File: src/rtl/reclose_defs.svh
`ifndef RECLOSE_DEFS_SVH
`define RECLOSE_DEFS_SVH

// trip sequence counter
`define SEQ_W 3
`define SEQ_ZERO 3'h0
`define SEQ_MAX 3'h7
`define SEQ_STATES 5
// per-trip blocking settings cover trips one to five
`define TRIP_SLOTS 5
// system check condition inputs, bit 0 is the synchronism result
`define SYSCHK_W 4
`define SYSCHK_SYNC_BIT 0

`endif

File: src/rtl/reclose_pkg.sv
package reclose_pkg;

  typedef enum logic [1:0] {
    MODE_NON_AUTO = 2'h0,
    MODE_AUTO = 2'h1,
    MODE_LIVE_LINE = 2'h2
  } op_mode_t;

  typedef enum logic [2:0] {
    ST_IDLE = 3'h1,
    ST_CYCLE = 3'h2,
    ST_LOCKOUT = 3'h4
  } cycle_state_t;

  // events and levels from the reclose core state machine
  typedef struct packed {
    logic cycle_start;
    logic prot_op;
    logic fault_trip;
    logic dead_time_expired;
    logic checks_active;
    logic syscheck_time_expired;
    logic healthy_time_expired;
    logic close_issue;
    logic breaker_closed;
    logic breaker_trip;
    logic reclaim_active;
    logic reclaim_expired;
    logic lockout_trigger;
    logic manual_close_inhibit;
    logic cause_present;
  } core_ev_t;

  // configuration settings
  typedef struct packed {
    logic [4:0] trip_main_block;
    logic [4:0] trip_sens_block;
    logic [3:0] syschk_enable;
    logic lockout_self_reset;
    logic reset_on_non_auto;
  } reclose_cfg_t;

endpackage : reclose_pkg

File: src/rtl/autoreclose_status_outputs.sv
`timescale 1ns/1ps
`include "reclose_defs.svh"

// Behaviour
// - cycle_active high from protection to reclaim/lockout
// - delayed_cycle_active rises with cycle_active
// - delayed_close_done clears delayed_cycle_active early
// - trip counter increments per trip, zero after cycle
// - five decoded counter status outputs, zero to four
// - reclose_success set on reclose, cleared trip/reset
// - reclose_in_service high only in auto mode
// - main_inst_block per trip main settings
// - sens_earth_inst_block per trip sensitive settings
// - reclose_checking while system checks run
// - dead_time_running is checking and dead_time_permit
// - dead_time_done until reclaim end, protection, initiation
// - reclose_sync_ok when either sync module ok
// - reclose_syschk_ok when any enabled check ok
// - auto_close_cmd from close issue to breaker closed
// - prot_lockout_flag on protection lockout, inhibit/any mode but auto
// - lockout_reset_alarm in non-auto when reset selected
// - reclaim_running follows the reclaim timer
// - reclaim_done single-cycle pulse at reclaim expiry
// - latched syscheck_fail_alarm plus lockout, manual clear
// - latched breaker_unhealthy_alarm plus lockout, manual clear
// - lockout_alarm in lockout, auto or manual reset
// - lockout reset only once causes are gone
module autoreclose_status_outputs
  import reclose_pkg::*;
(
  input wire logic sys_clk_i,
  input wire logic reset_i,
  input wire logic ce_i,
  input wire core_ev_t ev_i,
  input wire reclose_cfg_t cfg_i,
  input wire op_mode_t mode_i,
  input wire logic delayed_close_done_i,
  input wire logic dead_time_permit_i,
  input wire logic breaker_healthy_i,
  input wire logic sync_check_module_one_i,
  input wire logic sync_check_module_two_i,
  input wire logic [`SYSCHK_W-1:0] syschk_cond_i,
  input wire logic lockout_reset_i,
  output logic cycle_active_o,
  output logic delayed_cycle_active_o,
  output logic [`SEQ_STATES-1:0] seq_status_o,
  output logic reclose_success_o,
  output logic reclose_in_service_o,
  output logic main_inst_block_o,
  output logic sens_earth_inst_block_o,
  output logic reclose_checking_o,
  output logic dead_time_running_o,
  output logic dead_time_done_o,
  output logic reclose_sync_ok_o,
  output logic reclose_syschk_ok_o,
  output logic auto_close_cmd_o,
  output logic prot_lockout_flag_o,
  output logic lockout_reset_alarm_o,
  output logic reclaim_running_o,
  output logic reclaim_done_o,
  output logic syscheck_fail_alarm_o,
  output logic breaker_unhealthy_alarm_o,
  output logic lockout_alarm_o
);

  cycle_state_t state;
  cycle_state_t next_state;
  logic [`SEQ_W-1:0] seq_count;
  logic sync_now;
  logic syschk_now;
  logic syschk_fail;
  logic healthy_fail;
  logic enter_lockout;
  logic clear_allowed;
  logic manual_clear;
  logic lockout_clear;
  logic count_trip;

  // combinational check results
  always_comb begin
    sync_now = sync_check_module_one_i | sync_check_module_two_i;
    syschk_now = |(syschk_cond_i & cfg_i.syschk_enable);
  end

  always_comb begin
    syschk_fail = ev_i.syscheck_time_expired & ~syschk_now;
    healthy_fail = ev_i.healthy_time_expired & ~breaker_healthy_i;
    enter_lockout = ev_i.lockout_trigger | syschk_fail | healthy_fail;
    clear_allowed = ~ev_i.cause_present;
    manual_clear = lockout_reset_i & clear_allowed;
    lockout_clear = clear_allowed & (lockout_reset_i | cfg_i.lockout_self_reset |
                    (cfg_i.reset_on_non_auto & (mode_i == MODE_NON_AUTO)));
  end

  // cycle state machine
  always_comb begin
    next_state = state;
    unique case (state)
      ST_IDLE: begin
        if (enter_lockout) begin
          next_state = ST_LOCKOUT;
        end else if (ev_i.cycle_start | ev_i.prot_op & (mode_i == MODE_AUTO)) begin
          next_state = ST_CYCLE;
        end
      end
      ST_CYCLE: begin
        if (enter_lockout) begin
          next_state = ST_LOCKOUT;
        end else if (ev_i.reclaim_expired) begin
          next_state = ST_IDLE;
        end
      end
      ST_LOCKOUT: begin
        if (lockout_clear & ~enter_lockout) begin
          next_state = ST_IDLE;
        end
      end
      default: begin
        next_state = ST_IDLE;
      end
    endcase
  end

  always_ff @(posedge sys_clk_i or posedge reset_i) begin
    if (reset_i) begin
      state <= ST_IDLE;
    end else if (ce_i) begin
      state <= next_state;
    end
  end

  // cycle activity indications
  always_ff @(posedge sys_clk_i or posedge reset_i) begin
    if (reset_i) begin
      cycle_active_o <= 1'b0;
      delayed_cycle_active_o <= 1'b0;
      lockout_alarm_o <= 1'b0;
    end else if (ce_i) begin
      cycle_active_o <= (next_state == ST_CYCLE);
      lockout_alarm_o <= (next_state == ST_LOCKOUT);
      if (next_state != ST_CYCLE) begin
        delayed_cycle_active_o <= 1'b0;
      end else if (state != ST_CYCLE) begin
        delayed_cycle_active_o <= 1'b1;
      end else if (delayed_close_done_i) begin
        delayed_cycle_active_o <= 1'b0;
      end
    end
  end

  chk_delayed_follows_cycle: assert property (@(posedge sys_clk_i) disable iff (reset_i)
    $rose(cycle_active_o) |-> delayed_cycle_active_o)
    else $error("delayed cycle flag did not rise with cycle flag");

  chk_delayed_inside_cycle: assert property (@(posedge sys_clk_i) disable iff (reset_i)
    delayed_cycle_active_o |-> cycle_active_o)
    else $error("delayed cycle flag outside a cycle");

  chk_lockout_exclusive: assert property (@(posedge sys_clk_i) disable iff (reset_i)
    ce_i && state == ST_LOCKOUT && !lockout_clear |=> lockout_alarm_o && !cycle_active_o)
    else $error("lockout alarm lost while lockout held");

  chk_reset_needs_clear: assert property (@(posedge sys_clk_i) disable iff (reset_i)
    ce_i && state == ST_LOCKOUT && ev_i.cause_present |=> state == ST_LOCKOUT)
    else $error("lockout left while cause still present");

  // trip sequence counter
  always_comb begin
    count_trip = ev_i.fault_trip & (next_state == ST_CYCLE) & (seq_count != `SEQ_MAX);
  end

  always_ff @(posedge sys_clk_i or posedge reset_i) begin
    if (reset_i) begin
      seq_count <= `SEQ_ZERO;
    end else if (ce_i) begin
      if (next_state != ST_CYCLE) begin
        seq_count <= `SEQ_ZERO;
      end else if (count_trip) begin
        seq_count <= seq_count + `SEQ_W'(1);
      end
    end
  end

  chk_counter_step: assert property (@(posedge sys_clk_i) disable iff (reset_i)
    ce_i && count_trip |=> seq_count == $past(seq_count) + `SEQ_W'(1))
    else $error("sequence counter did not step by one");

  // decoded counter status, registered from the next count
  generate
    for (genvar i = 0; i < `SEQ_STATES; i++) begin : g_seq_status
      always_ff @(posedge sys_clk_i or posedge reset_i) begin
        if (reset_i) begin
          seq_status_o[i] <= 1'b0;
        end else if (ce_i) begin
          if (next_state != ST_CYCLE) begin
            seq_status_o[i] <= (i == 0);
          end else if (count_trip) begin
            seq_status_o[i] <= (seq_count + `SEQ_W'(1) == `SEQ_W'(i));
          end else begin
            seq_status_o[i] <= (seq_count == `SEQ_W'(i));
          end
        end
      end
    end
  endgenerate

  chk_status_decode: assert property (@(posedge sys_clk_i) disable iff (reset_i)
    ce_i ##1 1'b1 |-> seq_status_o == ((seq_count < `SEQ_W'(`SEQ_STATES)) ?
      (`SEQ_STATES'(1) << seq_count) : `SEQ_STATES'(0)))
    else $error("sequence status does not match counter");

  // instantaneous stage blocking for the coming trip
  always_ff @(posedge sys_clk_i or posedge reset_i) begin
    if (reset_i) begin
      main_inst_block_o <= 1'b0;
      sens_earth_inst_block_o <= 1'b0;
    end else if (ce_i) begin
      if (mode_i == MODE_LIVE_LINE || seq_count >= `SEQ_W'(`TRIP_SLOTS)) begin
        main_inst_block_o <= 1'b0;
        sens_earth_inst_block_o <= 1'b0;
      end else begin
        main_inst_block_o <= cfg_i.trip_main_block[seq_count];
        sens_earth_inst_block_o <= cfg_i.trip_sens_block[seq_count];
      end
    end
  end

  chk_main_block_sel: assert property (@(posedge sys_clk_i) disable iff (reset_i)
    ce_i && mode_i != MODE_LIVE_LINE && seq_count == `SEQ_W'(1) |=>
      main_inst_block_o == $past(cfg_i.trip_main_block[1]))
    else $error("main block does not follow trip two setting");

  chk_sens_block_sel: assert property (@(posedge sys_clk_i) disable iff (reset_i)
    ce_i && mode_i != MODE_LIVE_LINE && seq_count == `SEQ_ZERO |=>
      sens_earth_inst_block_o == $past(cfg_i.trip_sens_block[0]))
    else $error("sensitive block does not follow trip one setting");

  // mode and check indications
  always_ff @(posedge sys_clk_i or posedge reset_i) begin
    if (reset_i) begin
      reclose_in_service_o <= 1'b0;
      lockout_reset_alarm_o <= 1'b0;
      reclose_checking_o <= 1'b0;
      dead_time_running_o <= 1'b0;
      reclose_sync_ok_o <= 1'b0;
      reclose_syschk_ok_o <= 1'b0;
      reclaim_running_o <= 1'b0;
      reclaim_done_o <= 1'b0;
    end else if (ce_i) begin
      reclose_in_service_o <= (mode_i == MODE_AUTO);
      lockout_reset_alarm_o <= (mode_i == MODE_NON_AUTO) & cfg_i.reset_on_non_auto;
      reclose_checking_o <= ev_i.checks_active;
      dead_time_running_o <= ev_i.checks_active & dead_time_permit_i;
      reclose_sync_ok_o <= sync_now;
      reclose_syschk_ok_o <= syschk_now;
      reclaim_running_o <= ev_i.reclaim_active;
      reclaim_done_o <= ev_i.reclaim_expired & ~reclaim_done_o;
    end
  end

  chk_dead_run_and: assert property (@(posedge sys_clk_i) disable iff (reset_i)
    dead_time_running_o |-> reclose_checking_o)
    else $error("dead time running without system checks");

  chk_service_mode: assert property (@(posedge sys_clk_i) disable iff (reset_i)
    ce_i && mode_i != MODE_AUTO |=> !reclose_in_service_o)
    else $error("in service outside auto mode");

  chk_reclaim_pulse: assert property (@(posedge sys_clk_i) disable iff (reset_i)
    reclaim_done_o && ce_i |=> !reclaim_done_o)
    else $error("reclaim done stretched");

  // latched cycle events, the setting event wins over a clear
  always_ff @(posedge sys_clk_i or posedge reset_i) begin
    if (reset_i) begin
      dead_time_done_o <= 1'b0;
    end else if (ce_i) begin
      if (ev_i.dead_time_expired) begin
        dead_time_done_o <= 1'b1;
      end else if (ev_i.reclaim_expired | ev_i.prot_op | ev_i.cycle_start) begin
        dead_time_done_o <= 1'b0;
      end
    end
  end

  always_ff @(posedge sys_clk_i or posedge reset_i) begin
    if (reset_i) begin
      auto_close_cmd_o <= 1'b0;
    end else if (ce_i) begin
      if (ev_i.close_issue) begin
        auto_close_cmd_o <= 1'b1;
      end else if (ev_i.breaker_closed) begin
        auto_close_cmd_o <= 1'b0;
      end
    end
  end

  chk_close_holds: assert property (@(posedge sys_clk_i) disable iff (reset_i)
    auto_close_cmd_o && !ev_i.breaker_closed |=> auto_close_cmd_o)
    else $error("close command dropped before breaker closed");

  always_ff @(posedge sys_clk_i or posedge reset_i) begin
    if (reset_i) begin
      reclose_success_o <= 1'b0;
    end else if (ce_i) begin
      if (state == ST_CYCLE && ev_i.reclaim_expired && ev_i.breaker_closed && !enter_lockout) begin
        reclose_success_o <= 1'b1;
      end else if (ev_i.breaker_trip | (state == ST_LOCKOUT & lockout_clear)) begin
        reclose_success_o <= 1'b0;
      end
    end
  end

  chk_success_clear: assert property (@(posedge sys_clk_i) disable iff (reset_i)
    ce_i && ev_i.breaker_trip && !(state == ST_CYCLE && ev_i.reclaim_expired) |=> !reclose_success_o)
    else $error("success flag not cleared by breaker trip");

  // lockout related latches
  always_ff @(posedge sys_clk_i or posedge reset_i) begin
    if (reset_i) begin
      prot_lockout_flag_o <= 1'b0;
    end else if (ce_i) begin
      if (ev_i.lockout_trigger & ev_i.prot_op & (ev_i.manual_close_inhibit | mode_i != MODE_AUTO)) begin
        prot_lockout_flag_o <= 1'b1;
      end else if (state == ST_LOCKOUT & lockout_clear) begin
        prot_lockout_flag_o <= 1'b0;
      end
    end
  end

  always_ff @(posedge sys_clk_i or posedge reset_i) begin
    if (reset_i) begin
      syscheck_fail_alarm_o <= 1'b0;
      breaker_unhealthy_alarm_o <= 1'b0;
    end else if (ce_i) begin
      if (syschk_fail) begin
        syscheck_fail_alarm_o <= 1'b1;
      end else if (manual_clear) begin
        syscheck_fail_alarm_o <= 1'b0;
      end
      if (healthy_fail) begin
        breaker_unhealthy_alarm_o <= 1'b1;
      end else if (manual_clear) begin
        breaker_unhealthy_alarm_o <= 1'b0;
      end
    end
  end

  chk_syschk_latch: assert property (@(posedge sys_clk_i) disable iff (reset_i)
    ce_i && syschk_fail |=> syscheck_fail_alarm_o && lockout_alarm_o)
    else $error("system check failure not latched into lockout");

  chk_unhealthy_manual: assert property (@(posedge sys_clk_i) disable iff (reset_i)
    breaker_unhealthy_alarm_o && !lockout_reset_i |=> breaker_unhealthy_alarm_o)
    else $error("breaker unhealthy alarm cleared without manual reset");

  chk_prot_lockout_set: assert property (@(posedge sys_clk_i) disable iff (reset_i)
    ce_i && ev_i.lockout_trigger && ev_i.prot_op && mode_i == MODE_NON_AUTO |=> prot_lockout_flag_o)
    else $error("protection lockout flag not set in non-auto mode");

endmodule : autoreclose_status_outputs

File: config.mk
export PLATFORM = sky130hd
export DESIGN_NAME = autoreclose_status_outputs
export DESIGN_NICKNAME = d
export VERILOG_FILES = /design/src/rtl/reclose_pkg.sv /design/src/rtl/autoreclose_status_outputs.sv
export VERILOG_INCLUDE_DIRS = /design/src /design/src/rtl
export SDC_FILE = /design/constraint.sdc
export NUM_CORES = 1
export LEC_CHECK = 0
export ABC_AREA = 1
export BUFFER_PORTS_ARGS = -buffer_cell sky130_fd_sc_hd__clkbuf_2
export CELL_PAD_IN_SITES_DETAIL_PLACEMENT = 1
export CELL_PAD_IN_SITES_GLOBAL_PLACEMENT = 2
export CORE_ASPECT_RATIO = 0.7
export CORE_MARGIN = 2
export CORE_UTILIZATION = 29
export CTS_BUF_LIST = sky130_fd_sc_hd__clkbuf_8
export CTS_CLUSTER_SIZE = 28
export DETAILED_ROUTE_END_ITERATION = 6
export GPL_TIMING_DRIVEN = 0
export PLACE_DENSITY = 0.88
export SLEW_MARGIN = 20
export SYNTH_ARGS = -nofsm -noshare
export SYNTH_HDL_FRONTEND = slang
export SYNTH_SLANG_ARGS = --single-unit
File: constraint.sdc
create_clock -name sys_clk_i -period 4 [get_ports sys_clk_i]
set_clock_uncertainty 0.15 [all_clocks]
set_input_delay 0.2 -clock sys_clk_i [delete_from_list [all_inputs] [get_ports sys_clk_i]]
set_output_delay 0.2 -clock sys_clk_i [all_outputs]
set_load 0.01 [all_outputs]
==> results.cfg, run 1 <==
[clock_network]
clock_sinks = 30
cts_buffers = 5
clkLatencyLatePin_ns = 0.30
cts_buffer_depth = 2
clk_pin_slew_worst_paths_ns = 0.07
h-tree-depth = 2
cts_tree = yes
cts_root_buffer = clkbuf_8

[global_route]
grt_pass1_wl_mm = 8.23
grt_pass1_vias = 1736
grt_antenna_before_repair = 0
grtUsageTotal_pct = 17.0
grt_overflow = 0
grt_max_degree = 31

[yosys]
synth_enable_flop_cells = 0
synth_ff_type = dfrtp_1
yosysTopAreaCellShare_pct = 43.6
syn_area_um2 = 1670
synthTopCellsByArea = dfrtp_1 (44%), nand2_1 (14%), o21ai_0 (5.4%), inv_1 (4.5%), ha_1 (3.8%)
ys_ff_latch = 30
synthesis.nets = 258
yosysMostFrequentCell = nand2_1
synthTopCellsByCount = nand2_1 (62), dfrtp_1 (29), inv_1 (20)
yosysWarnings = 0
ys_seq_area_share_pct = 45.2
yosys.area.top_type = dfrtp_1
syn_inst = 207
synthArstFlopShare_pct = 100
syn_avg_cell_area_um2 = 8.05
yosysUniqueCellTypes = 30

[route]
initialDrtViolationCount = 28
vias_per_cell = 4.62
routed_wl_mm = 4.98
drc = 0
ant_nets = 0
first_pass_iters = 4
routedWlPerCell_um = 13.5
vias = 1699

[worst_setup_path]
critPathLaunchType = flop
crit_fanout = 9
arrival_ns = 2.19
cp-end-kind = flop
crit_required_ns = 4.08
crit_type = flop to flop

[die]
dieArea_um2 = 6370
core_area_um2 = 5640
row_count = 23
ioPinCount = 70
chipHeight_um = 67.4
die_x_um = 94.6
start_util_pct = 29.5

[sta]
period_share_pct = 52.7
slew_violations = 0
holdWs_ns = 0.0191
fmax_mhz = 474
worst_pin_slew_ns = 0.633
fin_crit_ns = 2.11
setup_tns_ns = 0
hold_violations = 0
slew_headroom_pct = 57.8
finalWorstSetupSlack_ns = 1.89
rsz0062_at_grt = false
setup_viol_count_final = 0

[final_layout]
n_antenna_cell = 0
drive_above_1_share_pct = 32.4
largest_register = seq_status_o
reg_top3 = seq_status_o: 5 flops, seq_count: 3 flops, state: 3 flops
largest_reg_flops = 5
syn_to_final_growth_pct = 37.5
nets = 343
fillCellCount = 739

[pwr]
vdd_drop_max_uv = 167
leakage_nw = 1.20
power_density_nw_per_um2 = 375

[job]
drv_cap = 0

[run_status]
status = complete, no violations

[place]
hpwl_mm = 3.90
place_ws_ns = 1.88
gp_congestion = 0.833
port_buffers = 69

[min_path]
hold_path_class = input pin to flop
[stage by stage]
step,total power [mW],utilization (%),cell area [µm²],instances
6_report,0.859,40.6,2290,368
3_5_place_dp,0.596,37.3,2100,351
4_1_cts,0.873,40.6,2290,368
5_1_grt,0.913,40.6,2290,368
3_3_place_gp,0.589,37.3,2100,351
2_1_floorplan,0.507,-,1670,207
[path summary, 6_finish.rpt]
kind / to / start / slack [ns] / cells past startpoint
max in group asynchronous: seq_status_o[0] / reset_i / 2.91 / 3
hold / removal: breaker_unhealthy_alarm_o / ev_i[0] / 0.02 / 3
setup / recovery: seq_status_o[1] / seq_count[0] / 1.89 / 9
hold reg to reg: reclose_checking_o / reclose_checking_o / 0.33 / 2
min in group asynchronous: state[2] / reset_i / 0.37 / 3
setup reg to reg: seq_status_o[1] / seq_count[0] / 1.89 / 9
[cell type report]
cell class	count	area [µm²]	area share, %
Buffer	4	15.0	0.656
Clock buffer	6	82.6	3.61
Clock inverter	2	12.5	0.546
Inverter	22	82.6	3.61
Multi-Input combinational cell	151	816	35.6
Sequential cell	30	752	32.8
Tap cell	75	93.8	4.10
Timing Repair Buffer	78	435	19.0
[cells in the final DEF, fill, tap and decap left out, drive strengths merged, types with 2 or more instances in the layout]
cell,n
dfrtp,29
dlygate4sd3,9
nor2,14
nand2,69
nand3,12
nor3,5
nand4,5
o21ai,21
clkinv,2
inv,21
o31ai,3
a21oi,6
clkbuf,79
ha,5
a31oi,2
o22ai,4
[where the power goes]
| group | internal (mW) | switching (mW) |
|---|---|---|
| clock | 0.138 | 0.128 |
| combinational | 0.0878 | 0.131 |
| sequential | 0.346 | 0.0281 |
| total | 0.572 | 0.287 |
[per-layer routing]
| metal | up-vias | GRT usage (%) | wire length (µm) |
|---|---|---|---|
| li1 | 856 | - | - |
| met1 | 792 | 23.3 | 2480 |
| met4 | 0 | 5.43 | 82 |
| met3 | 8 | 3.57 | 247 |
| met5 | - | 0 | 0 |
| met2 | 43 | 27.3 | 2170 |
[what timing repair did]
action	CTS	global route
buffers inserted	0	0
hold buffers	9	0
resized for setup	0	0
endpoints found under the hold margin	36	0
[critical path, cell delays in order, from the launching register on]
cell and delay, ns:
dfrtp_1 0.48, ha_1 0.25, ha_1 0.17, nor2_1 0.39, nand4_4 0.20, nand2_2 0.10
nand2_2 0.10, nor2_4 0.09, nand2_1 0.06, nand2_1 0.05
[cells by family (layout without fill, tap and decap cells)]
logic type	count (synthesis)	in the layout	synth area share (%)
compound gates	40	40	14.4
simple gates	106	106	30.8
flops	30	30	45.2
fa+ha+maj	5	5	3.76
buf+inv	26	112	5.86
Power figures use the tool's default switching activity.
==> run 2, diff against run 1 <==
ABC_AREA = 0   (was 1)
PLACE_DENSITY = 0.84   (was 0.88)
clock period = 2.2 ns   (was 4 ns; I/O delays follow)
==> run 2 against run 1 <==
  * Power grew 88%
  * Design area rose by 0.98%
  * Non-clock buffer count increased by 5
  * Final cell count down 12%
  * Critical endpoint unchanged
  * Global-route usage up 1.6 points
  * Highest routed layer unchanged
  * Critical path type unchanged
  * Core utilization up 2.5 points
  * Area after synthesis fell by 1.1%
  * Synthesized cell count shrank 21%
  * Maximum frequency rose by 6.4%
  * Worst setup slack lost 1.7 ns
==> results.cfg, run 2 <==
[run_status]
status = complete, no violations

[pwr]
leakage_nw = 1.11
power_density_nw_per_um2 = 697
vdd_drop_max_uv = 306

[die]
ioPinCount = 70
row_count = 22
start_util_pct = 30.7
chipHeight_um = 67.1
dieArea_um2 = 6310
die_x_um = 94.1
core_area_um2 = 5370

[worst_setup_path]
worstPathCellList = ha_1, ha_1, nand2b_1, o41ai_1, o221a_1
cp-end-kind = flop
critPathLaunchType = flop
crit_type = flop to flop
crit_fanout = 9
cpMaxStageDelayCell = dfrtp_1
slowest_delay_ns = 0.50
worst_path_most_repeated_cell = ha_1
arrival_ns = 2.05
crit_required_ns = 2.27
crit_family = compound AO/OA/AOI/OAI gates
worst-path-buf-inv = 0

[global_route]
grt_overflow = 0
grt-busiest-layer = met2
grt_pass1_wl_mm = 8.87
grt_util_met3_pct = 5.20
gr-usage-met2_pct = 28.5
grt_antenna_before_repair = 0
grt_max_degree = 31
met1_usage_pct = 26.3
grt_pass1_vias = 1766
grtUsageTotal_pct = 18.6

[yosys]
synth_ff_type = dfrtp_1
yosys.area.top_type = dfrtp_1
syn_avg_cell_area_um2 = 10.0
synthesis.nets = 215
yosysMostFrequentCell = dfrtp_1
synthTopCellsByCount = dfrtp_1 (29), inv_1 (16), o21ai_0 (13)
yosysUniqueCellTypes = 45
ys_ff_latch = 30
syn_area_um2 = 1650
synthTopCellsByArea = dfrtp_1 (44%), o21ai_0 (3.9%), ha_1 (3.8%), inv_1 (3.6%), mux2_2 (2.7%)
synthArstFlopShare_pct = 100
ys_seq_area_share_pct = 45.6
synth_enable_flop_cells = 0
yosysWarnings = 0
syn_inst = 164
yosysTopAreaCellShare_pct = 44.0

[sta]
setup_viol_count_final = 0
fmax_mhz = 504
setup_tns_ns = 0
worst_pin_slew_ns = 0.651
hold_violations = 0
rsz0062_at_grt = false
period_share_pct = 90.1
slew_violations = 0
slew_headroom_pct = 56.5
fin_crit_ns = 1.98

[route]
routedWlPerCell_um = 16.5
drc = 0
first_pass_iters = 6
vias_per_cell = 4.98
vias = 1618
ant_nets = 0
routed_wl_mm = 5.36
initialDrtViolationCount = 65

[clock_network]
clock_sinks = 30
cts_buffers = 5
h-tree-depth = 2
clk_pin_slew_worst_paths_ns = 0.07
cts_root_buffer = clkbuf_8
cts_tree = yes
cts_buffer_depth = 2
clkLatencyLatePin_ns = 0.28

[min_path]
hold_path_class = input pin to flop

[final_layout]
final_common_cell = clkbuf_2
largest_register = seq_status_o
largest_reg_flops = 5
most-common-layout-cells = clkbuf_2 (69), dfrtp_1 (29), inv_1 (17)
reg_top3 = seq_status_o: 5 flops, seq_count: 3 flops, state: 3 flops
syn_to_final_growth_pct = 40.3
drive_above_1_share_pct = 36.4
n_antenna_cell = 0
instances_no_fill = 325
nets = 303

[place]
gp_congestion = 0.795
hpwl_mm = 4.07
port_buffers = 69
dpl.cell_count = 305

[job]
drv_cap = 0
[run 2: through the flow]
stage / hold WS (ns) / setup WS, ns / util (%) / cell area, µm² / total power, mW
after floorplan: 0.0501 / 0.377 / - / 1650 / 0.948
after global placement: 0.194 / 0.101 / 38.8 / 2080 / 1.12
after detailed placement: 0.0781 / 0.0655 / 38.8 / 2080 / 1.13
after CTS: 0.00699 / 0.00565 / 42.7 / 2290 / 1.62
after global routing: 0.0206 / 0.0560 / 43.1 / 2310 / 1.73
final: 0.00189 / 0.217 / 43.1 / 2310 / 1.61
[run 2: what timing repair did]
item                       4_1_cts  5_1_grt
hold endpoints to repair        38        0
setup buffers                    0        1
setup endpoints to repair        0        5
hold buffers                    12        0
resized for setup                0        6
[run 2: logic make-up after synthesis]
group / count (synthesis) / share of synthesized area, %
mux: 6 / 5.47
simple gates: 48 / 16.2
xor+xnor: 1 / 0.532
compound gates: 52 / 23.4
flops: 30 / 45.6
buf+inv: 22 / 5.01
fa+ha+maj: 5 / 3.80
[run 2: power breakdown]
group | leakage, nW | total [mW] | internal (mW) | switching, mW
sequential | 0.373 | 0.706 | 0.635 | 0.0704
combinational | 0.680 | 0.450 | 0.213 | 0.237
clock | 0.0538 | 0.457 | 0.246 | 0.211
total | 1.11 | 1.61 | 1.09 | 0.519
[run 2: path summary, 6_finish.rpt]
kind / from / to / slack, ns / depth (start not counted)
max: seq_count[1] / seq_status_o[1] / 0.22 / 5
min: ev_i[9] / syscheck_fail_alarm_o / 0.002 / 2
max reg2reg: seq_count[1] / seq_status_o[1] / 0.22 / 5
min reg2reg: delayed_cycle_active_o / delayed_cycle_active_o / 0.35 / 1
max in group asynchronous: reset_i / dead_time_running_o / 1.16 / 3
min in group asynchronous: reset_i / main_inst_block_o / 0.31 / 3
[run 2: layout make-up]
class	instances	area (µm²)
Multi-Input combinational cell	112	826
Clock inverter	2	7.51
Inverter	16	60.1
Tap cell	72	90.1
Clock buffer	6	82.6
Fill cell	661	3060
Buffer	6	23.8
Sequential cell	30	752
Timing Repair Buffer	81	470
[run 2: layer usage]
layer  part of all wire [%]  wire length [µm]
met1                     50              2660
met2                     44              2330
met3                    6.1               329
met4                   0.65                35
met5                      0                 0
